<file path="src/design/pbs_pkg.sv">
// package of constants for the bridge primary status register
package pbs_pkg;
    localparam logic [7:0]  PBS_STATUS_OFFSET  = 8'h84;
    localparam logic [7:0]  PBS_SPLIT_OFFSET   = 8'h8c;
    localparam logic [3:0]  PBS_CMD_CFG_WRITE  = 4'hb;
    localparam logic [3:0]  PBS_CMD_CFG_READ   = 4'ha;
    localparam logic [2:0]  PBS_FUNC_RESET     = 3'h0;
    localparam logic [4:0]  PBS_DEV_RESET      = 5'h1f;
    localparam logic [7:0]  PBS_BUS_RESET      = 8'hff;
    localparam logic [15:0] PBS_LIMIT_RESET    = 16'h0010;
    localparam logic [15:0] PBS_LIMIT_ALL      = 16'hffff;
    localparam logic [15:0] PBS_CAP_VALUE      = 16'h0010;
    localparam int          PBS_FUNC_LSB       = 0;
    localparam int          PBS_DEV_LSB        = 3;
    localparam int          PBS_BUS_LSB        = 8;
    localparam int          PBS_WIDE_BIT       = 16;
    localparam int          PBS_FAST_BIT       = 17;
    localparam int          PBS_DISCARD_BIT    = 18;
    localparam int          PBS_UNEXP_BIT      = 19;
    localparam int          PBS_OVERRUN_BIT    = 20;
    localparam int          PBS_DELAY_BIT      = 21;
    localparam int          PBS_LIMIT_LSB      = 16;
    localparam int          PBS_AD_FUNC_LSB    = 8;
    localparam int          PBS_AD_DEV_LSB     = 11;
endpackage : pbs_pkg

</file>
<file path="src/design/pbs_cfg_decode.sv">
// configuration address phase decoder
`timescale 1ns/100ps
`default_nettype none
module pbs_cfg_decode
    import pbs_pkg::*;
(
    input  wire logic        cfg_valid_i,
    input  wire logic [3:0]  cfg_cmd_i,
    input  wire logic        cfg_idsel_i,
    input  wire logic [31:0] cfg_addr_i,
    input  wire logic [2:0]  own_func_i,
    output logic             hit_write_o,
    output logic             hit_read_o,
    output logic [7:0]       reg_offset_o
);
    // type 0 hit: idsel, ad[1:0] zero, function matches
    wire logic type0_hit;
    assign type0_hit    = cfg_valid_i && cfg_idsel_i && (cfg_addr_i[1:0] == 2'h0)
                        && (cfg_addr_i[PBS_AD_FUNC_LSB +: 3] == own_func_i);
    assign hit_write_o  = type0_hit && (cfg_cmd_i == PBS_CMD_CFG_WRITE);
    assign hit_read_o   = type0_hit && (cfg_cmd_i == PBS_CMD_CFG_READ);
    assign reg_offset_o = {cfg_addr_i[7:2], 2'h0};
endmodule : pbs_cfg_decode
`default_nettype wire

</file>
<file path="src/design/pbs_limit_check.sv">
// split request commitment limit check
`timescale 1ns/100ps
`default_nettype none
module pbs_limit_check
    import pbs_pkg::*;
#(
    parameter int W = 16
) (
    input  wire logic [W-1:0] limit_i,
    input  wire logic [W-1:0] committed_i,
    input  wire logic [W-1:0] req_size_i,
    output logic              fits_o
);
    // sum kept one bit wider so no wrap hides an overflow
    wire logic [W:0] total;
    assign total  = {1'b0, committed_i} + {1'b0, req_size_i};
    assign fits_o = (limit_i == PBS_LIMIT_ALL[W-1:0]) || (total <= {1'b0, limit_i});
endmodule : pbs_limit_check
`default_nettype wire

</file>
<file path="src/design/pbs_status_reg.sv">
// bridge primary status register with split error flags
`timescale 1ns/100ps
`default_nettype none
module pbs_status_reg
    import pbs_pkg::*;
(
    input  wire logic        core_clk_i,
    input  wire logic        rst_i,
    input  wire logic        reverse_mode_i,
    input  wire logic        wide_request_strap_n_i,
    input  wire logic        cfg_valid_i,
    input  wire logic [3:0]  cfg_cmd_i,
    input  wire logic        cfg_idsel_i,
    input  wire logic [31:0] cfg_addr_i,
    input  wire logic [31:0] cfg_wdata_i,
    input  wire logic [3:0]  cfg_be_i,
    input  wire logic [7:0]  primary_bus_i,
    input  wire logic        mixed_mode_i,
    input  wire logic        cpl_discard_i,
    input  wire logic        cpl_arrive_i,
    input  wire logic [15:0] cpl_req_id_i,
    input  wire logic        cpl_overrun_i,
    input  wire logic        split_req_i,
    input  wire logic [15:0] split_req_size_i,
    input  wire logic [15:0] split_committed_i,
    output logic [31:0]      cfg_rdata_o,
    output logic             cfg_rvalid_o,
    output logic [15:0]      completer_id_o,
    output logic             split_fwd_o
);
    ////////////////////////////////////////////////////////////////////////////
    // state
    logic [2:0]  func_num;
    logic [4:0]  dev_num;
    logic        wide_flag;
    logic        discard_flag;
    logic        unexp_flag;
    logic        overrun_flag;
    logic        delay_flag;
    logic [15:0] split_limit;
    logic        rst_q;

    ////////////////////////////////////////////////////////////////////////////
    // address decode
    wire logic       hit_write;
    wire logic       hit_read;
    wire logic [7:0] reg_offset;

    pbs_cfg_decode u_decode (
        .cfg_valid_i  (cfg_valid_i),
        .cfg_cmd_i    (cfg_cmd_i),
        .cfg_idsel_i  (cfg_idsel_i),
        .cfg_addr_i   (cfg_addr_i),
        .own_func_i   (func_num),
        .hit_write_o  (hit_write),
        .hit_read_o   (hit_read),
        .reg_offset_o (reg_offset)
    );

    // register selects and w1c strobes (byte lane 2 holds bits 23:16)
    wire logic wr_status;
    wire logic wr_split;
    wire logic clr_lane;
    assign wr_status = hit_write && (reg_offset == PBS_STATUS_OFFSET);
    assign wr_split  = hit_write && (reg_offset == PBS_SPLIT_OFFSET);
    assign clr_lane  = wr_status && cfg_be_i[2];

    wire logic clr_discard;
    wire logic clr_unexp;
    wire logic clr_overrun;
    wire logic clr_delay;
    assign clr_discard = clr_lane && cfg_wdata_i[PBS_DISCARD_BIT];
    assign clr_unexp   = clr_lane && cfg_wdata_i[PBS_UNEXP_BIT];
    assign clr_overrun = clr_lane && cfg_wdata_i[PBS_OVERRUN_BIT];
    assign clr_delay   = clr_lane && cfg_wdata_i[PBS_DELAY_BIT];

    ////////////////////////////////////////////////////////////////////////////
    // event sources
    wire logic [15:0] own_id;
    wire logic        fits;
    wire logic        unexp_evt;
    wire logic        delay_evt;
    assign own_id    = {primary_bus_i, dev_num, func_num};
    assign unexp_evt = cpl_arrive_i && (cpl_req_id_i == own_id);
    assign delay_evt = split_req_i && !fits;

    pbs_limit_check #(.W(16)) u_limit (
        .limit_i     (split_limit),
        .committed_i (split_committed_i),
        .req_size_i  (split_req_size_i),
        .fits_o      (fits)
    );

    ////////////////////////////////////////////////////////////////////////////
    // next values: set wins over clear
    wire logic next_discard;
    wire logic next_unexp;
    wire logic next_overrun;
    wire logic next_delay;
    assign next_discard = !reverse_mode_i && (cpl_discard_i || (discard_flag && !clr_discard));
    assign next_unexp   = reverse_mode_i && (unexp_evt || (unexp_flag && !clr_unexp));
    assign next_overrun = cpl_overrun_i || (overrun_flag && !clr_overrun);
    assign next_delay   = delay_evt || (delay_flag && !clr_delay);

    // strap taken straight from the pin on the release edge, so a read there is current
    wire logic wide_bit;
    assign wide_bit = rst_q ? (reverse_mode_i && !wide_request_strap_n_i) : wide_flag;

    // read image of the status word, upper bits zero
    wire logic [31:0] status_word;
    assign status_word = {10'h000, delay_flag, overrun_flag, unexp_flag, discard_flag,
                          reverse_mode_i, wide_bit, primary_bus_i, dev_num, func_num};

    wire logic [31:0] next_rdata;
    assign next_rdata = (reg_offset == PBS_STATUS_OFFSET) ? status_word :
                        (reg_offset == PBS_SPLIT_OFFSET)  ? {split_limit, PBS_CAP_VALUE} :
                        32'h0000_0000;

    ////////////////////////////////////////////////////////////////////////////
    // device and function number capture
    always_ff @(posedge core_clk_i) begin
        if (rst_i) begin
            func_num <= PBS_FUNC_RESET;
            dev_num  <= PBS_DEV_RESET;
        end else if (hit_write) begin
            func_num <= cfg_addr_i[PBS_AD_FUNC_LSB +: 3];
            dev_num  <= cfg_addr_i[PBS_AD_DEV_LSB +: 5];
        end
    end

    // strap sampled on the first clock after reset release
    always_ff @(posedge core_clk_i) begin
        rst_q <= rst_i;
        if (rst_i) begin
            wide_flag <= 1'b0;
        end else if (rst_q) begin
            wide_flag <= reverse_mode_i && !wide_request_strap_n_i;
        end
    end

    // sticky split error flags
    always_ff @(posedge core_clk_i) begin
        if (rst_i) begin
            discard_flag <= 1'b0;
            unexp_flag   <= 1'b0;
            overrun_flag <= 1'b0;
            delay_flag   <= 1'b0;
        end else begin
            discard_flag <= next_discard;
            unexp_flag   <= next_unexp;
            overrun_flag <= next_overrun;
            delay_flag   <= next_delay;
        end
    end

    // commitment limit, upper half writable by lanes 2 and 3
    always_ff @(posedge core_clk_i) begin
        if (rst_i) begin
            split_limit <= PBS_LIMIT_RESET;
        end else if (wr_split) begin
            if (cfg_be_i[2]) split_limit[7:0]  <= cfg_wdata_i[23:16];
            if (cfg_be_i[3]) split_limit[15:8] <= cfg_wdata_i[31:24];
        end
    end

    // registered outputs
    always_ff @(posedge core_clk_i) begin
        if (rst_i) begin
            cfg_rdata_o    <= 32'h0000_0000;
            cfg_rvalid_o   <= 1'b0;
            completer_id_o <= 16'hffff;
            split_fwd_o    <= 1'b0;
        end else begin
            cfg_rvalid_o   <= hit_read;
            cfg_rdata_o    <= hit_read ? next_rdata : 32'h0000_0000;
            completer_id_o <= own_id;
            split_fwd_o    <= split_req_i && fits;
        end
    end
endmodule : pbs_status_reg
`default_nettype wire

</file>
<file path="config.mk">
export PLATFORM = sky130hd
export DESIGN_NAME = pbs_status_reg
export DESIGN_NICKNAME = d
export VERILOG_FILES = /design/src/design/pbs_pkg.sv /design/src/design/pbs_cfg_decode.sv /design/src/design/pbs_limit_check.sv /design/src/design/pbs_status_reg.sv
export SDC_FILE = /design/constraint.sdc
export NUM_CORES = 1
export LEC_CHECK = 0
export ABC_CLOCK_PERIOD_IN_PS = 3700
export BUFFER_PORTS_ARGS = -buffer_cell sky130_fd_sc_hd__buf_4
export CAP_MARGIN = 40
export CORE_MARGIN = 10
export CORE_UTILIZATION = 37
export DETAILED_ROUTE_END_ITERATION = 12
export GPL_ROUTABILITY_DRIVEN = 1
export HOLD_SLACK_MARGIN = 0.02
export PLACE_DENSITY = 0.76
export RECOVER_POWER = 50
export REMOVE_ABC_BUFFERS = 1
export SYNTH_ARGS = -nofsm -noshare
export SYNTH_HDL_FRONTEND = slang
export SYNTH_HIERARCHICAL = 1
export SYNTH_SLANG_ARGS = --single-unit
</file>
<file path="constraint.sdc">
create_clock -name core_clk_i -period 3.7 [get_ports core_clk_i]
set_input_delay 0.37 -clock core_clk_i [delete_from_list [all_inputs] [get_ports core_clk_i]]
set_output_delay 0.37 -clock core_clk_i [all_outputs]
set_load 0.01 [all_outputs]
</file>
======== Word-level counts from Yosys, hierarchy flattened ========
Cells that the tools add are included.
word-level totals
  word-level logic and storage cells ...... 68
  flip-flop bits (word level) ............. 80
operators by class
  bitwise logic cells ..................... 2
  $lt $le $gt $ge ......................... 1
  multiplexer cells ....................... 3
  $add $sub $neg .......................... 1
  reductions and logical operators ........ 39
  equal/unequal tests ..................... 7
operators with widths
  cell                    number
  $mux W22                2
  $logic_and A1 B1 Y1     22
  $add A16 B16 Y17        1
  $le A17 B16 Y1          1
  $eq A16 B16 Y1          1
  $eq A16 B16 Y1 const B  1
  $eq A6 B6 Y1 const B    2
  $eq A4 B4 Y1 const B    2
  $logic_not A1 Y1        7
  $logic_or A1 B1 Y1      5
  $reduce_and A2 Y1       2
  $reduce_or A4 Y1        1
  $eq A3 B3 Y1            1
  $logic_not A2 Y1        1
  $not A1 Y1              2
  $reduce_or A2 Y1        1
  $mux W1                 1

======== Logic depth before layout (Yosys ltp) ========
  depth after elaboration ................. 11
  gate-level depth with buffers ........... 17

======== Cells and area by module ========
Netlist, hierarchy kept.
by module, submodules not included
  module           seq. area each (µm²)  times used  area an instance (µm²)  cells an instance
  pbs_status_reg   1,601.5               1           2,742.6                 250
  pbs_limit_check  0.0                   1           1,263.7                 174
  pbs_cfg_decode   0.0                   1           132.6                   20

======== Worst setup path after synthesis ========
OpenSTA, ideal clock, no wires.
  kind .................................... input to register
  start point ............................. input split_committed_i[0]
  end point ............................... register delay_flag
  path buffers ............................ 0
  arrival time ............................ 3.369 ns
  setup slack ............................. 0.215 ns
  cell stages on the path ................. 16
  cells stage by stage .................... ha_1 inv_1 fa_1 nand2b_1 a21oi_2 o21ai_2 a21boi_2 nor4_1 a311o_1 ha_1 nand4_1 or4_1 a21oi_1 a41o_1 nor3b_1 a31o_2
on the way
  cells in the longest elaborated chain, start to end .. 6
RTL lines
  what                  RTL line               RTL
  start, declared       pbs_status_reg.sv:25   input wire logic [15:0] split_committed_i,
  $add A16 B16 Y17      pbs_limit_check.sv:16  assign total = {1'b0, committed_i} + {1'b0, req_size_i};
  $le A17 B16 Y1        pbs_limit_check.sv:17  assign fits_o = (limit_i == PBS_LIMIT_ALL[W-1:0]) || (total <= {1'b0, limit_i});
  $logic_or A1 B1 Y1    pbs_limit_check.sv:17
  net fits              pbs_status_reg.sv:80   wire logic fits;
  $logic_not A1 Y1      pbs_status_reg.sv:85   assign delay_evt = split_req_i && !fits;
  $logic_and A1 B1 Y1   pbs_status_reg.sv:85
  $logic_or A1 B1 Y1    pbs_status_reg.sv:103  assign next_delay = delay_evt || (delay_flag && !clr_delay);
  end signal, assigned  pbs_status_reg.sv:152  delay_flag <= next_delay;
  end, declared         pbs_status_reg.sv:39   logic delay_flag;
The timed path passes the listed nets, and every way through them passes these cells.
A chain may end at the register's enable or synchronous reset.

======== Worst setup path after layout ========
Same ends and word-level chain as after synthesis.

==> metrics.md <==
| Metric | Value |
|---|---|
| Std-Cell Core Area | `10,900 µm²` |
| Worst Setup Slack, final | `between 0.2 and 0.25 ns` |
| Main synth FF type | `dfxtp_1` |
| Unrepaired setup endpoints after global routing | `false` |
| Seq pwr share | `a little under half` |
| Starting Density | `38.0%` |
| Via count | `approximately 3,600` |
| Commonest non-fill, non-tap cell in the layout | `buf_4` |
| Diode count | `0` |
| Largest area contributor in the netlist | `dfxtp_1` |
| Number of global-route vias before repair | `3,776` |
| Clk network pwr share | `34.2%` |
| Yosys warns | `6` |
| Grt ovf | `0` |
| Status | `finished, final reports clean` |
| Yosys top cell area share | `about two fifths` |
| Root Buffer | `clkbuf_8` |
| Post-synth ARST share | `0%` |
| FP Rows | `38` |
| First-pass DRT Iterations | `4` |
| Synthesized area | `4140 µm²` |
| DRC | `0` |
| Clock Skew | `~0.014 ns` |
| Clk sinks | `80` |
| DR WL/cell | `16.6 µm` |
| DR iter-0 viols | `approximately 240` |
| Slew @ Worst Pin | `0.879 ns` |
| Final-report setup violation count | `0` |
| Int Pwr | `approximately 1.4 mW` |
| Post-synthesis cell count | `444` |
| Die height | `126 µm` |
| Post-CTS Setup Bufs | `0` |
| Skew-Pair Late Insertion Delay | `roughly 0.34 ns` |
| Peak supply drop | `about 0.17 mV` |
| Post-synth cell types | `59` |
| CTS H-tree depth | `3` |
| Vias per cell | `between 4 and 5` |
| Post-DP HPWL | `10.0 mm` |
| Largest net degree at the start of global routing | `42` |
| Fin. max-slew vios | `0` |
| CP Max Fanout | `3` |
| Arrival @ worst endpoint | `between 3 and 4 ns` |
| Multi-input gate area | `about 2300 µm²` |
| Die W | `126 µm` |
| GRT Total Usage | `14.8%` |
| NetSw | `~510 µW` |
| Non-Filler Instances | `about 740` |
| I/O Buffers | `153` |
| Net count, final | `just under 800` |
| Filler instances | `1,058` |
| Post-CTS Resized | `0` |
| Switching share of total power | `26.2%` |
| Post-Route WL | `12.3 mm` |
| Power density cells | `~360 nW/µm²` |
| Post-synthesis sequential area ratio | `38.7%` |
| CP Capture Type | `flip-flop` |
| Most frequent cells in the layout | `buf_4, dfxtp_1, clkbuf_1, nor2_1, ha_1` |
| TritonCTS clock tree | `done` |
| Combinational share of power | `between 20% and 30%` |
| Max Clk Rate | `289 MHz` |
| Number of flops mapped to enable cells by yosys | `0` |
| GP Congestion | `~0.83` |
| Crit path kind | `in -> reg` |
| Worst hold path type | `in -> reg` |
| Reg clk slew, reported paths | `0.08 ns` |
| Placed Cells incl. Taps | `727` |
| Area Growth Syn to Fin | `31.4%` |
| I/O pin count | `between 150 and 200` |
| Full die area | `15,800 µm²` |
| Area contributors post-synth | `dfxtp_1, ha_1, mux2i_1` |
| Hold-fix buffer count after cts | `0` |
| Post-route ant nets | `0` |
| Slew headroom | `roughly two fifths` |
| FF+latch count, synth | `80` |
| First-pass GRT wire length | `19.2 mm` |
| Minimum clock period | `roughly 3.5 ns` |
| Initial antenna violation count | `0` |
| Num CTS Buffers | `9` |
| Syn avg cell area | `9.32 µm²` |
| Register Area | `1600 µm²` |
| Maxcap violations | `0` |
| P_leak | `2.35 nW` |
| Setup TNS | `0 ns` |
| WP data required | `3.94 ns` |
| CTS max path bufs | `2` |
| Crit start category | `input pin` |
| Layout cell share with drive strength beyond 1 | `27.0%` |
| Final hold vios | `0` |
| Dpl ws | `-0.0992 ns` |
| Crit share post-route | `93.4%` |
-- critical path, cell delays in order --
cell and delay [ns]:
buf_4 0.08, ha_1 0.16, inv_1 0.06, fa_1 0.38, nand2b_1 0.19, a21oi_2 0.22, o21ai_2 0.11, a21boi_2 0.15
nor4_1 0.06, a311o_1 0.32, ha_1 0.30, nand4_1 0.10, or4_1 0.56, a21oi_1 0.17, a41o_1 0.20, nor3b_1 0.05
a31o_2 0.22
-- cell families (layout without fill, tap and decap cells) --
| group | Yosys count | in the layout | share of synthesized area [%] |
|---|---|---|---|
| compound gates | 62 | 62 | 10.2 |
| xor+xnor | 29 | 29 | 6.14 |
| fa+ha+maj | 33 | 33 | 10.2 |
| buf+inv | 51 | 209 | 5.96 |
| flops | 80 | 80 | 38.7 |
| mux | 31 | 31 | 7.50 |
| other cells | 1 | 2 | 0.0906 |
| simple gates | 157 | 157 | 21.2 |
-- layout make-up --
class | count | share of cell area, %
well taps | 140 | 3.22
repair buffers | 162 | 19.1
clock buffers | 12 | 2.85
inverters | 31 | 2.14
multi-input cells | 314 | 42.3
flip-flops and latches | 80 | 29.4
clock inverters | 4 | 0.943
-- per-stage QoR --
| stage | power, mW | area (µm²) | hold slack (ns) | utilization (%) |
|---|---|---|---|---|
| 6_report | 1.94 | 5440 | 0.214 | 50.0 |
| 5_1_grt | 2.03 | 5440 | 0.197 | 50.0 |
| 4_1_cts | 1.95 | 5620 | 0.197 | 51.6 |
| 3_5_place_dp | 1.30 | 5410 | 0.483 | 49.7 |
| 3_3_place_gp | 1.28 | 5410 | 0.469 | 49.7 |
| 2_1_floorplan | 1.12 | 4010 | 0.398 | - |
-- Yosys cell counts (8+ instances only) --
library cell,number
xnor2_1,10
and3_1,12
buf_4,8
nand4_1,11
dfxtp_1,80
mux2i_1,31
inv_1,30
nor4_1,9
nand2_1,22
and2_1,15
or2_2,17
ha_1,32
nor2_1,36
a21oi_1,17
nand2b_1,11
xor2_1,19
-- per-layer routing --
| layer | wire (µm) | up-vias | GRT usage, % | part of all wire, % |
|---|---|---|---|---|
| met5 | 0 | - | 0 | 0 |
| met3 | 532 | 10 | 3.52 | 4.3 |
| met2 | 6530 | 87 | 27.0 | 53 |
| li1 | - | 1836 | - | - |
| met1 | 5090 | 1690 | 16.6 | 41 |
| met4 | 157 | 0 | 4.22 | 1.3 |
-- sequential cells by signal (all words and copies together) (netlist names) --
register	count
cfg_rdata_o	32
completer_id_o	16
split_limit	16
dev_num	5
func_num	3
cfg_rvalid_o	1
delay_flag	1
discard_flag	1
overrun_flag	1
rst_q	1
split_fwd_o	1
unexp_flag	1
wide_flag	1
-- power groups by stage --
stage | Combinational, mW | Sequential, mW | Clock (mW)
floorplan | 0.222 | 0.899 | 0
global placement | 0.383 | 0.896 | 0
detailed placement | 0.400 | 0.896 | 0
CTS | 0.403 | 0.876 | 0.673
global route | 0.445 | 0.877 | 0.707
finish | 0.398 | 0.876 | 0.663
-- final timing paths --
path	startpoint	endpoint	slack, ns	depth (start not counted)
setup / recovery	split_committed_i[0]	delay_flag	0.24	17
hold / removal	cfg_wdata_i[18]	discard_flag	0.21	2
setup reg to reg	func_num[0]	split_limit[3]	1.14	7
hold reg to reg	wide_flag	wide_flag	0.51	2
(Power assumes the default switching activity.)
